### config.mk
export PLATFORM = sky130hd
export DESIGN_NAME = ars_ramp_selector
export DESIGN_NICKNAME = d
export VERILOG_FILES = /design/src/core/ars_pkg.sv /design/src/core/ars_ramp_selector.sv
export VERILOG_INCLUDE_DIRS = /design/src /design/src/core
export SDC_FILE = /design/constraint.sdc
export NUM_CORES = 2
export LEC_CHECK = 0
export BUFFER_PORTS_ARGS = -buffer_cell sky130_fd_sc_hd__buf_2
export CORE_ASPECT_RATIO = 0.8
export CORE_MARGIN = 1.5
export CORE_UTILIZATION = 34
export CTS_CLUSTER_DIAMETER = 80
export DETAILED_ROUTE_END_ITERATION = 10
export GPL_TIMING_DRIVEN = 0
export HOLD_SLACK_MARGIN = 0.03
export PLACE_DENSITY_LB_ADDON = 0.12
export SLEW_MARGIN = 0
export SYNTH_ARGS = -nofsm -noshare
export SYNTH_HDL_FRONTEND = slang
export SYNTH_SLANG_ARGS = --single-unit
### constraint.sdc
create_clock -name sys_clk -period 18.95 [get_ports sys_clk]
set_clock_uncertainty 0.05 [all_clocks]
set_input_delay 1.895 -clock sys_clk [delete_from_list [all_inputs] [get_ports sys_clk]]
set_output_delay 1.895 -clock sys_clk [all_outputs]
set_load 0.03 [all_outputs]
### src/core/ars_params.svh
`ifndef ARS_PARAMS_SVH
`define ARS_PARAMS_SVH
// ****************************************************************
// clock and timing
// ****************************************************************
`define ARS_CLK_HZ      10000000
`define ARS_T_FINE_MS   10
`define ARS_T_COARSE_MS 100
`define ARS_MS_PER_S    1000
// ****************************************************************
// register byte offsets
// ****************************************************************
`define ARS_OFS_RAMP0   8'h00
`define ARS_OFS_ESTOP   8'h20
`define ARS_OFS_RES     8'h24
`define ARS_OFS_THR     8'h28
`define ARS_OFS_M2ACC   8'h2c
`define ARS_OFS_M2DEC   8'h30
`define ARS_OFS_INSP    8'h34
`define ARS_OFS_CFG     8'h38
`define ARS_OFS_DWELL   8'h3c
`define ARS_OFS_STAT    8'h40
`define ARS_OFS_SPEED   8'h44
// ****************************************************************
// reset values and ranges (0.01 s, 0.1 %)
// ****************************************************************
`define ARS_RST_RAMP    16'h0096
`define ARS_RST_ESTOP   16'h0096
`define ARS_RST_M2      16'h0064
`define ARS_RST_INSP    16'h0000
`define ARS_RST_THR     16'h0000
`define ARS_MAX_RAMP    16'hea60
`define ARS_MAX_INSP    16'h00c8
`define ARS_MAX_THR     16'h03e8
`define ARS_SPD_FULL    16'h03e8
`define ARS_VMAX_CMS    16'h00c8
// ****************************************************************
// configuration fields
// ****************************************************************
`define ARS_CFG_SEL1    0
`define ARS_CFG_SEL2    1
`define ARS_CFG_MSEL    2
`define ARS_CFG_ES_NO   3
`define ARS_CFG_ES_NC   4
`define ARS_CFG_PM      5
`define ARS_CFG_VF      6
`define ARS_CFG_DU_LO   8
`define ARS_CFG_DU_HI   10
`define ARS_DU_METRIC   3'h5
`endif

### src/core/ars_pkg.sv
package ars_pkg;
  typedef logic [15:0] ars_ramp_t;
  typedef enum logic [1:0] {
    ARS_ES_IDLE  = 2'b00,
    ARS_ES_DECEL = 2'b01,
    ARS_ES_HOLD  = 2'b10
  } ars_es_t;
endpackage

### src/core/ars_ramp_selector.sv
`include "ars_params.svh"
// Operation
// - four ramp pairs, chosen by inputs, motor, speed
// - accel value is time zero to maximum
// - decel value is time maximum to zero
// - nothing selected uses pair one
// - two select inputs decode to pairs 1..4
// - motor one pairs 1-2, motor two 3-4
// - select2 with motor switching refused, error
// - no motor two with permanent-magnet motor
// - nonzero dwell end speed disables switching
// - auto: pair 1 at/above threshold, else 4
// - digital selection overrides speed switching
// - threshold 0..100.0 %, zero disables auto
// - emergency stop ramp on fault or input
// - emergency stop request latched on NO closure or NC opening
// - restart blocked until stopped, released, run cycled
// - resolution two or one decimal places
// - unit 5/6 means acceleration, except V/f
// - separate motor two accel/decel times
// - inspection run uses inspection decel ramp
module ars_ramp_selector #(
  parameter int CYC_FINE   = `ARS_CLK_HZ / `ARS_MS_PER_S * `ARS_T_FINE_MS,
  parameter int CYC_COARSE = `ARS_CLK_HZ / `ARS_MS_PER_S * `ARS_T_COARSE_MS
) (
  input  wire logic        sys_clk,
  input  wire logic        rst_n,
  input  wire logic        ce,
  input  wire logic        hsel,
  input  wire logic [31:0] haddr,
  input  wire logic [1:0]  htrans,
  input  wire logic        hwrite,
  input  wire logic [2:0]  hsize,
  input  wire logic [31:0] hwdata,
  input  wire logic        hready,
  output logic      [31:0] hrdata,
  output logic             hreadyout,
  output logic             hresp,
  input  wire logic        dig_sel1,
  input  wire logic        dig_sel2,
  input  wire logic        dig_motor2,
  input  wire logic        dig_estop,
  input  wire logic        fault_estop,
  input  wire logic        run_cmd,
  input  wire logic        inspection,
  input  wire logic [15:0] speed_target,
  output logic      [15:0] speed_ref,
  output logic      [1:0]  active_pair,
  output logic             motor2_active,
  output logic             estop_active,
  output logic             restart_block,
  output logic             input_conflict_error
);
  // ****************************************************************
  // registers
  // ****************************************************************
  ars_pkg::ars_ramp_t ramp_r [0:7];
  ars_pkg::ars_ramp_t estop_time_r, m2acc_r, m2dec_r, insp_r, thr_r, dwell_r;
  logic               res_r;
  logic [10:0]        cfg_r;
  logic               wr_pend_r;
  logic [7:0]         wr_addr_r;
  logic [31:0]        rd_mux;
  logic [15:0]        wv;
  logic               cfg_bad;

  function automatic ars_pkg::ars_ramp_t sat(input logic [31:0] v,
                                             input logic [15:0] mx);
    sat = (v > {16'h0000, mx}) ? mx : v[15:0];
  endfunction

  assign wv = hwdata[15:0];
  assign cfg_bad = hwdata[`ARS_CFG_SEL2] & hwdata[`ARS_CFG_MSEL];

  always_ff @(posedge sys_clk or negedge rst_n) begin
    if (!rst_n) begin
      wr_pend_r <= 1'b0;
      wr_addr_r <= 8'h00;
      hrdata    <= 32'h0000_0000;
      hreadyout <= 1'b1;
      hresp     <= 1'b0;
    end else begin
      hreadyout <= 1'b1;
      hresp     <= 1'b0;
      wr_pend_r <= hsel & hready & htrans[1] & hwrite;
      if (hsel & hready & htrans[1]) begin
        wr_addr_r <= haddr[7:0];
        hrdata    <= rd_mux;
      end
    end
  end

  always_ff @(posedge sys_clk or negedge rst_n) begin
    if (!rst_n) begin
      for (int i = 0; i < 8; i++) ramp_r[i] <= `ARS_RST_RAMP;
      estop_time_r <= `ARS_RST_ESTOP;
      m2acc_r      <= `ARS_RST_M2;
      m2dec_r      <= `ARS_RST_M2;
      insp_r       <= `ARS_RST_INSP;
      thr_r        <= `ARS_RST_THR;
      dwell_r      <= 16'h0000;
      res_r        <= 1'b0;
      cfg_r        <= 11'h000;
      input_conflict_error <= 1'b0;
    end else if (wr_pend_r) begin
      if (wr_addr_r < `ARS_OFS_ESTOP && wr_addr_r[1:0] == 2'b00)
        ramp_r[wr_addr_r[4:2]] <= sat(hwdata, `ARS_MAX_RAMP);
      unique case (wr_addr_r)
        `ARS_OFS_ESTOP: estop_time_r <= sat(hwdata, `ARS_MAX_RAMP);
        `ARS_OFS_RES:   res_r        <= hwdata[0];
        `ARS_OFS_THR:   thr_r        <= sat(hwdata, `ARS_MAX_THR);
        `ARS_OFS_M2ACC: m2acc_r      <= sat(hwdata, `ARS_MAX_RAMP);
        `ARS_OFS_M2DEC: m2dec_r      <= sat(hwdata, `ARS_MAX_RAMP);
        `ARS_OFS_INSP:  insp_r       <= sat(hwdata, `ARS_MAX_INSP);
        `ARS_OFS_DWELL: dwell_r      <= wv;
        `ARS_OFS_CFG: begin
          input_conflict_error <= cfg_bad;
          if (!cfg_bad) cfg_r <= hwdata[10:0];
        end
        default: ;
      endcase
    end
  end

  // ****************************************************************
  // read mux
  // ****************************************************************
  always_comb begin
    rd_mux = 32'h0000_0000;
    if (haddr[7:0] < `ARS_OFS_ESTOP && haddr[1:0] == 2'b00)
      rd_mux[15:0] = ramp_r[haddr[4:2]];
    else
      unique case (haddr[7:0])
        `ARS_OFS_ESTOP: rd_mux[15:0] = estop_time_r;
        `ARS_OFS_RES:   rd_mux[0]    = res_r;
        `ARS_OFS_THR:   rd_mux[15:0] = thr_r;
        `ARS_OFS_M2ACC: rd_mux[15:0] = m2acc_r;
        `ARS_OFS_M2DEC: rd_mux[15:0] = m2dec_r;
        `ARS_OFS_INSP:  rd_mux[15:0] = insp_r;
        `ARS_OFS_CFG:   rd_mux[10:0] = cfg_r;
        `ARS_OFS_DWELL: rd_mux[15:0] = dwell_r;
        `ARS_OFS_STAT:
          rd_mux[6:0] = {input_conflict_error, restart_block, estop_active,
                         motor2_active, 1'b0, active_pair};
        `ARS_OFS_SPEED: rd_mux[15:0] = speed_ref;
        default: ;
      endcase
  end

  // ****************************************************************
  // ramp pair selection
  // ****************************************************************
  logic [1:0]  pair_nxt;
  logic        m2_sel, m2_alt, es_trig;
  logic [15:0] acc_nxt, dec_nxt;

  always_comb begin
    m2_sel = cfg_r[`ARS_CFG_MSEL] & dig_motor2 & ~cfg_r[`ARS_CFG_PM];
    m2_alt = 1'b0;
    if (dwell_r != 16'h0000) begin
      pair_nxt = 2'd0;
    end else if (cfg_r[`ARS_CFG_MSEL]) begin
      pair_nxt = {m2_sel, cfg_r[`ARS_CFG_SEL1] & dig_sel1};
      m2_alt   = m2_sel & ~cfg_r[`ARS_CFG_SEL1];
    end else if ((cfg_r[`ARS_CFG_SEL1] & dig_sel1) |
                 (cfg_r[`ARS_CFG_SEL2] & dig_sel2)) begin
      pair_nxt = {cfg_r[`ARS_CFG_SEL2] & dig_sel2,
                  cfg_r[`ARS_CFG_SEL1] & dig_sel1};
    end else if (thr_r != 16'h0000) begin
      pair_nxt = (speed_ref >= thr_r) ? 2'd0 : 2'd3;
    end else begin
      pair_nxt = 2'd0;
    end
    acc_nxt = m2_alt ? m2acc_r : ramp_r[{pair_nxt, 1'b0}];
    dec_nxt = m2_alt ? m2dec_r : ramp_r[{pair_nxt, 1'b1}];
    if (estop_active)
      dec_nxt = estop_time_r;
    else if (inspection)
      dec_nxt = insp_r;
    es_trig = fault_estop | (cfg_r[`ARS_CFG_ES_NO] & dig_estop) |
              (cfg_r[`ARS_CFG_ES_NC] & ~dig_estop);
  end

  always_ff @(posedge sys_clk or negedge rst_n) begin
    if (!rst_n) begin
      active_pair   <= 2'd0;
      motor2_active <= 1'b0;
    end else if (ce) begin
      active_pair   <= pair_nxt;
      motor2_active <= m2_sel;
    end
  end

  // ****************************************************************
  // emergency stop latch and restart interlock
  // ****************************************************************
  ars_pkg::ars_es_t es_r;
  logic             run_off_r;

  always_ff @(posedge sys_clk or negedge rst_n) begin
    if (!rst_n) begin
      es_r          <= ars_pkg::ARS_ES_IDLE;
      run_off_r     <= 1'b0;
      estop_active  <= 1'b0;
      restart_block <= 1'b0;
    end else if (ce) begin
      unique case (es_r)
        ars_pkg::ARS_ES_IDLE:
          if (es_trig) begin
            es_r          <= ars_pkg::ARS_ES_DECEL;
            run_off_r     <= 1'b0;
            estop_active  <= 1'b1;
            restart_block <= 1'b1;
          end
        ars_pkg::ARS_ES_DECEL: begin
          if (!run_cmd) run_off_r <= 1'b1;
          if (speed_ref == 16'h0000) begin
            es_r         <= ars_pkg::ARS_ES_HOLD;
            estop_active <= 1'b0;
          end
        end
        ars_pkg::ARS_ES_HOLD: begin
          if (!run_cmd) run_off_r <= 1'b1;
          if (!es_trig && run_off_r && run_cmd) begin
            es_r          <= ars_pkg::ARS_ES_IDLE;
            restart_block <= 1'b0;
          end
        end
        default: begin
          es_r          <= ars_pkg::ARS_ES_IDLE;
          estop_active  <= 1'b0;
          restart_block <= 1'b0;
        end
      endcase
    end
  end

  // ****************************************************************
  // linear ramp generator
  // ****************************************************************
  logic [39:0] acc_r, num, den, sum;
  logic [15:0] tgt, ramp_v;
  logic        up, accel_mode;

  always_comb begin
    tgt = (run_cmd && !restart_block) ?
          ((speed_target > `ARS_SPD_FULL) ? `ARS_SPD_FULL : speed_target) : 16'h0000;
    up  = tgt > speed_ref;
    ramp_v = up ? acc_nxt : dec_nxt;
    accel_mode = (cfg_r[`ARS_CFG_DU_HI:`ARS_CFG_DU_LO] >= `ARS_DU_METRIC) &
                 ~cfg_r[`ARS_CFG_VF];
    if (accel_mode) begin
      num = 40'(ramp_v) * 40'(`ARS_SPD_FULL) * (res_r ? 40'd10 : 40'd1);
      den = 40'(`ARS_CLK_HZ) * 40'(`ARS_VMAX_CMS);
    end else begin
      num = 40'(`ARS_SPD_FULL);
      den = 40'(ramp_v) * (res_r ? 40'(CYC_COARSE) : 40'(CYC_FINE));
    end
    sum = acc_r + num;
  end

  always_ff @(posedge sys_clk or negedge rst_n) begin
    if (!rst_n) begin
      acc_r     <= 40'h0;
      speed_ref <= 16'h0000;
    end else if (ce) begin
      if (tgt == speed_ref) begin
        acc_r <= 40'h0;
      end else if (ramp_v == 16'h0000) begin
        speed_ref <= tgt;
        acc_r     <= 40'h0;
      end else if (sum >= den) begin
        // one step a cycle at most: faster rates are capped
        acc_r     <= sum - den;
        speed_ref <= up ? speed_ref + 16'h0001 : speed_ref - 16'h0001;
      end else begin
        acc_r <= sum;
      end
    end
  end
endmodule

## Yosys cells after proc, flatten, opt, wreduce, memory -nomap -nowiden

Cells that the tools add are included.

| storage, ports and cells | value |
|---|---|
| register bits | 326 |

| operators by class | value |
|---|---|
| $add $sub $neg | 4 |
| multipliers | 3 |
| magnitude comparators | 15 |
| eq/ne operators | 25 |
| multiplexer cells | 56 |
| bitwise operators | 27 |
| reductions and logical operators | 33 |

Operators by type and width:

| kind | count |
|---|---|
| 2-to-1 mux 16 bit | 21 |
| binary-select mux 16 bit (select 3 bit) | 3 |
| bitwise mux 128 bit | 1 |
| == test 8 x 6 -> 1 bit (second input constant) | 16 |
| 2-to-1 mux 40 bit | 3 |
| one-hot mux 6 bit (9 select lines) | 1 |
| demux 16 bit (select 3 bit) | 1 |
| adder 40 bit | 1 |
| greater-or-equal comparator 40 bit | 1 |
| subtractor 40 bit | 1 |
| multiplier 16 x 20 -> 36 bit | 1 |
| 2-to-1 mux 36 bit | 1 |
| one-hot mux 5 bit (7 select lines) | 1 |
| > comparator 32 x 10 -> 1 bit (second input constant) | 1 |
| > comparator 32 x 16 -> 1 bit (second input constant) | 1 |
| > comparator 32 x 8 -> 1 bit (second input constant) | 1 |
| logical NOT 16 bit | 2 |
| one-hot mux 4 bit (8 select lines) | 1 |
| nonzero test 16 bit | 2 |
| 2-to-1 mux 30 bit | 1 |
| multiplier 23 x 4 -> 27 bit | 1 |
| multiplier 16 x 7 -> 23 bit (second input constant) | 1 |
| 2-to-1 mux 20 bit | 1 |
| AND reduction 2 bit | 9 |
| 32 further kinds | 90 |

## Longest topological paths before layout

| depth | value |
|---|---|
| depth after elaboration | 22 |
| mapped depth | 67 |

## Worst setup path after synthesis

OpenSTA, ideal clock, no wires.

| timing path | value |
|---|---|
| path type | input to register |
| from | input port speed_target[12] |
| to | register acc_r[5] |
| setup time | 0.126 ns |
| data arrival time | 16.001 ns |
| slack | 2.773 ns |
| stages on the path | 61 |
| cells stage by stage | nor4_1 nand2_1 a311oi_1 and2_1 ha_1 a21oi_1 a21oi_1 o211ai_1 a31o_2 buf_1 clkbuf_1 o21ai_0 a21oi_1 inv_1 fa_1 inv_1 fa_1 fa_1 [... 25 more ...] a31o_2 a21o_1 a21o_1 a31o_2 nand2_1 xnor2_1 ha_1 nand2_1 nor3_1 a221o_1 a21o_1 a31o_2 a41o_1 a211oi_2 nand3_1 buf_6 buf_6 a221o_1 |

| on the way | value |
|---|---|
| longest elaborated chain between the ends | 13 |
| elaborated cells between the ends (all ways) | 18 |
| those cells by class | add/sub (2); mul (3); order compare (3); eq/ne (1); mux (8); reduce/logical (1) |

Ends and longest elaborated chain:

| element | RTL line | text |
|---|---|---|
| start: declaration | ars_ramp_selector.sv:46 | `input wire logic [15:0] speed_target,` |
| > comparator 16 x 10 -> 1 bit (no source line) | - |  |
| 2-to-1 mux 16 bit (*) | ars_ramp_selector.sv:247 | `` ((speed_target > `ARS_SPD_FULL) ? `ARS_SPD_FULL : speed_target) : 16'h0000; `` |
| 2-to-1 mux 16 bit (*) | ars_ramp_selector.sv:246 | `tgt = (run_cmd && !restart_block) ?` |
| > comparator 16 bit | ars_ramp_selector.sv:248 | `up = tgt > speed_ref;` |
| 2-to-1 mux 16 bit | ars_ramp_selector.sv:249 | `ramp_v = up ? acc_nxt : dec_nxt;` |
| multiplier 16 x 7 -> 23 bit | ars_ramp_selector.sv:253 | `` num = 40'(ramp_v) * 40'(`ARS_SPD_FULL) * (res_r ? 40'd10 : 40'd1); `` |
| multiplier 23 x 4 -> 27 bit | ars_ramp_selector.sv:253 |  |
| 2-to-1 mux 30 bit | ars_ramp_selector.sv:252 | `if (accel_mode) begin` |
| adder 40 bit | ars_ramp_selector.sv:259 | `sum = acc_r + num;` |
| subtractor 40 bit or greater-or-equal comparator 40 bit (tied branches) | ars_ramp_selector.sv:274, ars_ramp_selector.sv:272 |  |
| 2-to-1 mux 40 bit | ars_ramp_selector.sv:272 | `end else if (sum >= den) begin` |
| 2-to-1 mux 40 bit | ars_ramp_selector.sv:269 | `end else if (ramp_v == 16'h0000) begin` |
| 2-to-1 mux 40 bit (*) | ars_ramp_selector.sv:267 | `if (tgt == speed_ref) begin` |
| end signal: assignment | ars_ramp_selector.sv:274 | `acc_r <= sum - den;` |
| end signal: assignment | ars_ramp_selector.sv:277 | `acc_r <= sum;` |
| end: declaration | ars_ramp_selector.sv:241 | `logic [39:0] acc_r, num, den, sum;` |

Mark *: on every way between the ends. The rest lies on a longest branch, timed or not.
A chain may end at the register's enable or synchronous reset.

## Final worst setup path

| timing path | value |
|---|---|
| from | input port speed_target[12] |
| to | register acc_r[16] |

The elaborated chain is that of the path after synthesis.

==> impl_table.tex <==
\begin{tabular}{lr}
\hline
Metric & Value \\
\hline
\multicolumn{2}{l}{\textbf{Timing}} \\
\quad Headroom to the max-slew limit & $\sim$8\% \\
\quad Post-route clock period utilization & 94.5\% \\
\quad Worst Max-Slew Pin Slew & around 1.4 ns \\
\quad Setup repair after global routing missed its margin & no \\
\quad Fmax achieved & 55.8 MHz \\
\quad Final-report max-slew violation count & 0 \\
\quad Count of endpoints failing setup in the final report & 0 \\
\quad Total count of hold-check failures in the final report & 0 \\
\quad Final min period & between 15 and 20 ns \\
\multicolumn{2}{l}{\textbf{Worst setup path}} \\
\quad Critical path's largest stage delay & 0.78 ns \\
\quad Setup crit end kind & flip-flop \\
\quad Crit path max fanout & 10 \\
\quad Worst-path cell with the longest stage delay & sky130\_fd\_sc\_hd\_\_a2bb2oi\_1 \\
\quad Worst setup slack for register-to-register paths & about 1.3 ns \\
\quad Critical Path Source Type & input port \\
\quad Endpoint required time on the critical path & 19.34 ns \\
\quad Data arrival time of the critical path & 18.30 ns \\
\quad Type of the worst setup path & in2reg \\
\quad Most frequent CP cell & sky130\_fd\_sc\_hd\_\_ha\_1 \\
\multicolumn{2}{l}{\textbf{Logic synthesis}} \\
\quad Largest family of logic cells by synthesized area & adder cells \\
\quad Most used flip-flop cell after synthesis & sky130\_fd\_sc\_hd\_\_dfrtp\_1 \\
\quad Cells taking the most area after synthesis & sky130\_fd\_sc\_hd\_\_dfrtp\_1 (22\%), sky130\_fd\_sc\_hd\_\_ha\_1 (14\%), sky130\_fd\_sc\_hd\_\_fa\_1 (11\%) \\
\quad Netlist Area Pre-Place & 0.0319 sq mm \\
\quad Unique cell type count in the Yosys netlist & 92 \\
\quad Sequential share of the synthesized area & around a quarter \\
\quad Synthesized flop and latch total & $\sim$320 \\
\quad Simple-gate area share of the yosys netlist & $\sim$15\% \\
\quad XOR/XNOR share of the synthesized area & 3.48\% \\
\quad Number of enable-type register cells in the synthesized netlist & 0 \\
\quad Cell accounting for the most synthesized area & sky130\_fd\_sc\_hd\_\_dfrtp\_1 \\
\quad Synth cell count leaders & sky130\_fd\_sc\_hd\_\_nand2\_1 (474), sky130\_fd\_sc\_hd\_\_inv\_1 (403), sky130\_fd\_sc\_hd\_\_ha\_1 (362) \\
\quad Most frequent cell after synthesis & sky130\_fd\_sc\_hd\_\_nand2\_1 \\
\quad Synthesized area per cell & 8.85 sq um \\
\quad Cells after synthesis & 3,605 \\
\quad Synthesized-area fraction occupied by adder cells & between 20\% and 30\% \\
\quad Share of async-settable or async-resettable flops after synthesis & 100\% \\
\quad Share of the synthesized area in the top cell type & between 20\% and 30\% \\
\quad Proportion of synthesized area in mux cells & 5.63\% \\
\quad Compound-cell area share of the yosys netlist & between 15 and 20\% \\
\quad Synthesis Warnings & 0 \\
\multicolumn{2}{l}{\textbf{Placement}} \\
\quad Routability-driven placement congestion ratio & 0.933 \\
\quad Instance area at placement & 0.0342 sq mm \\
\quad DP Wirelength & approximately 95,000 um \\
\quad Count of input and output buffers & 103 \\
\multicolumn{2}{l}{\textbf{Global route}} \\
\quad Via count of the first global-routing pass & 26,500 \\
\quad Global-route wire length before repair & 178,000 um \\
\quad Total routing usage reported by global routing & 24.6\% \\
\quad Overall overflow remaining after global route & 0 \\
\quad Pin count of the biggest net entering global routing & around 100 \\
\quad Initial antenna violation count & 6 \\
\multicolumn{2}{l}{\textbf{Floorplan}} \\
\quad I/O Pins & about 150 \\
\quad Rows & 100 \\
\quad Initial cell density of the core & 34.3\% \\
\quad Vert. Die Dim & 277 um \\
\quad CORE AREA & around 0.093 sq mm \\
\quad Overall die width & 346 um \\
\quad Floorplan die area & 0.0957 sq mm \\
\multicolumn{2}{l}{\textbf{Outcome}} \\
\quad Result of the run & finished clean \\
\multicolumn{2}{l}{\textbf{Cells and area}} \\
\quad Final instance area & 0.0356 sq mm \\
\quad Net total in the final layout & 4,434 \\
\quad Registers with the most flip-flops & ramp\_r: 128 flops, acc\_r: 37 flops \\
\quad Area delta synth->final & 11.6\% \\
\quad Largest reg by FF count & ramp\_r \\
\quad Max FFs per register & roughly 130 \\
\quad Antenna diode count & 0 \\
\quad Share of post-route cells with drive strength above 1 & 9.76\% \\
\multicolumn{2}{l}{\textbf{Route}} \\
\quad Final routed DRC violation total & 0 \\
\quad Routed len/inst & 23.5 um \\
\quad Final wirelength & between 100,000 and 150,000 um \\
\quad DRT antenna net count & 0 \\
\quad Via Count & approximately 28,000 \\
\quad Routed vias/inst & between 5 and 6 \\
\quad Number of search-and-repair iterations in the first detailed-routing pass & 8 \\
\quad Drt first-iter violations & about 2,700 \\
\multicolumn{2}{l}{\textbf{Clock network}} \\
\quad Buffer cell driving the clock tree root & sky130\_fd\_sc\_hd\_\_clkbuf\_16 \\
\quad Number of buffers added for setup after CTS & 0 \\
\quad Post-CTS clock slew at the launch and capture registers of the worst setup and hold paths & 0.07 ns \\
\quad CTS tree & done \\
\quad Clock insertion delay at the later pin of the skew report & 0.60 ns \\
\quad Maximum root-to-sink buffer count & 3 \\
\quad H-tree levels & 2 \\
\quad Number of sinks handled by clock tree synthesis & 323 \\
\quad Num CTS Buffers & 40 \\
\multicolumn{2}{l}{\textbf{Min path}} \\
\quad Tightest Hold Check Type & reg2reg \\
\multicolumn{2}{l}{\textbf{Job}} \\
\quad MaxCap Viol Count & 0 \\
\hline
\end{tabular}
[cells by family (layout without fill, tap and decap cells)]
family | after synthesis | after routing
other | 2 | 38
AND/OR/NAND/NOR | 1038 | 1038
multiplexers | 135 | 135
XOR/XNOR | 127 | 127
AO/OA/AOI/OAI | 855 | 855
flip-flops | 323 | 323
buffers and inverters | 581 | 761
adder cells (fa/ha/maj) | 544 | 544
[final timing paths]
path,from,to,cells after the start
worst max-delay path,speed_target[12],acc_r[16],63
worst min-delay path,wr_addr_r[7],wr_addr_r[7],2
worst max register to register,speed_ref[0],acc_r[16],60
worst min register to register,wr_addr_r[7],wr_addr_r[7],2
max in group asynchronous,rst_n,acc_r[21],3
min in group asynchronous,rst_n,ramp_r[43],1
[metal layers]
metal / up-vias / track usage, % / share of wire, %
met5: - / 0 / 0.063
met4: 10 / 3.97 / 1.4
met3: 108 / 6.66 / 9.1
met2: 951 / 33.2 / 39
met1: 13600 / 38.7 / 51
li1: 12900 / - / -
[cells in the final DEF (no fill, tap or decap), types with 15 or more instances in the layout]
cell type                     n
sky130_fd_sc_hd__buf_4       25
sky130_fd_sc_hd__dfrtp_1    281
sky130_fd_sc_hd__nand3_1     66
sky130_fd_sc_hd__nor3_1      40
sky130_fd_sc_hd__nor2b_1     28
sky130_fd_sc_hd__and3_1      23
sky130_fd_sc_hd__inv_1      403
sky130_fd_sc_hd__nor4_1      20
sky130_fd_sc_hd__a22oi_1     43
sky130_fd_sc_hd__nor2_1     208
sky130_fd_sc_hd__nand2_1    474
sky130_fd_sc_hd__nand2b_1    29
sky130_fd_sc_hd__a211oi_1    23
sky130_fd_sc_hd__a21o_1      43
sky130_fd_sc_hd__mux2_2      36
sky130_fd_sc_hd__buf_2      108
sky130_fd_sc_hd__a21oi_1    157
sky130_fd_sc_hd__ha_1       362
sky130_fd_sc_hd__nand4_1     26
sky130_fd_sc_hd__dfstp_2     42
sky130_fd_sc_hd__a221oi_1    15
sky130_fd_sc_hd__a22o_1      19
sky130_fd_sc_hd__xnor2_1     93
sky130_fd_sc_hd__o21a_1      21
sky130_fd_sc_hd__mux4_2      32
sky130_fd_sc_hd__clkbuf_1   141
sky130_fd_sc_hd__o21bai_1    18
sky130_fd_sc_hd__clkbuf_16   40
sky130_fd_sc_hd__or2_2       16
sky130_fd_sc_hd__o211ai_1    24
sky130_fd_sc_hd__o21ai_0    273
sky130_fd_sc_hd__mux2i_1     67
sky130_fd_sc_hd__fa_1       182
sky130_fd_sc_hd__xor2_1      34
sky130_fd_sc_hd__and2_1      52
sky130_fd_sc_hd__conb_1      38
sky130_fd_sc_hd__a31oi_1     25
sky130_fd_sc_hd__o2bb2ai_1   31
[layout make-up]
type	instances	area, sq um
tap	1224	1530
inverter	403	1510
timing repair buffer	109	652
fill	9696	57500
buffer	178	803
sequential	323	8140
multi-input combinational	2737	21600
clock buffer	55	1150
clock inverter	16	215
[what timing repair did]
| item | 4_1_cts | 5_1_grt |
|---|---|---|
| setup endpoints to repair | 0 | 51 |
| resized for setup | 0 | 6 |
| hold buffers | 0 | 0 |
[stage by stage]
| step | setup WS (ns) | hold WS [ns] | setup TNS (ns) | cells | utilization, % |
|---|---|---|---|---|---|
| 6_report | 1.04 | 0.432 | 0 | 5045 | 38.3 |
| 2_1_floorplan | 2.77 | 0.396 | 0 | 3641 | - |
| 3_3_place_gp | -0.880 | 0.408 | -39.57 | 4968 | 36.6 |
| 5_1_grt | 0.172 | 0.443 | 0 | 5045 | 38.3 |
| 4_1_cts | 0.270 | 0.431 | 0 | 5044 | 38.2 |
| 3_5_place_dp | -0.286 | 0.413 | -9.39 | 4973 | 36.8 |
[worst max-delay path: cells and delay by family]
family                   cells  cell delay, ns
AO/OA/AOI/OAI               23            6.26
adder cells (fa/ha/maj)     11            4.18
AND/OR/NAND/NOR             16            3.68
buffers and inverters        9            1.29
XOR/XNOR                     3            0.70
multiplexers                 1            0.24
Power is not shown: default switching activity piles up to over one toggle a cycle in this logic, so the estimate is an artifact.
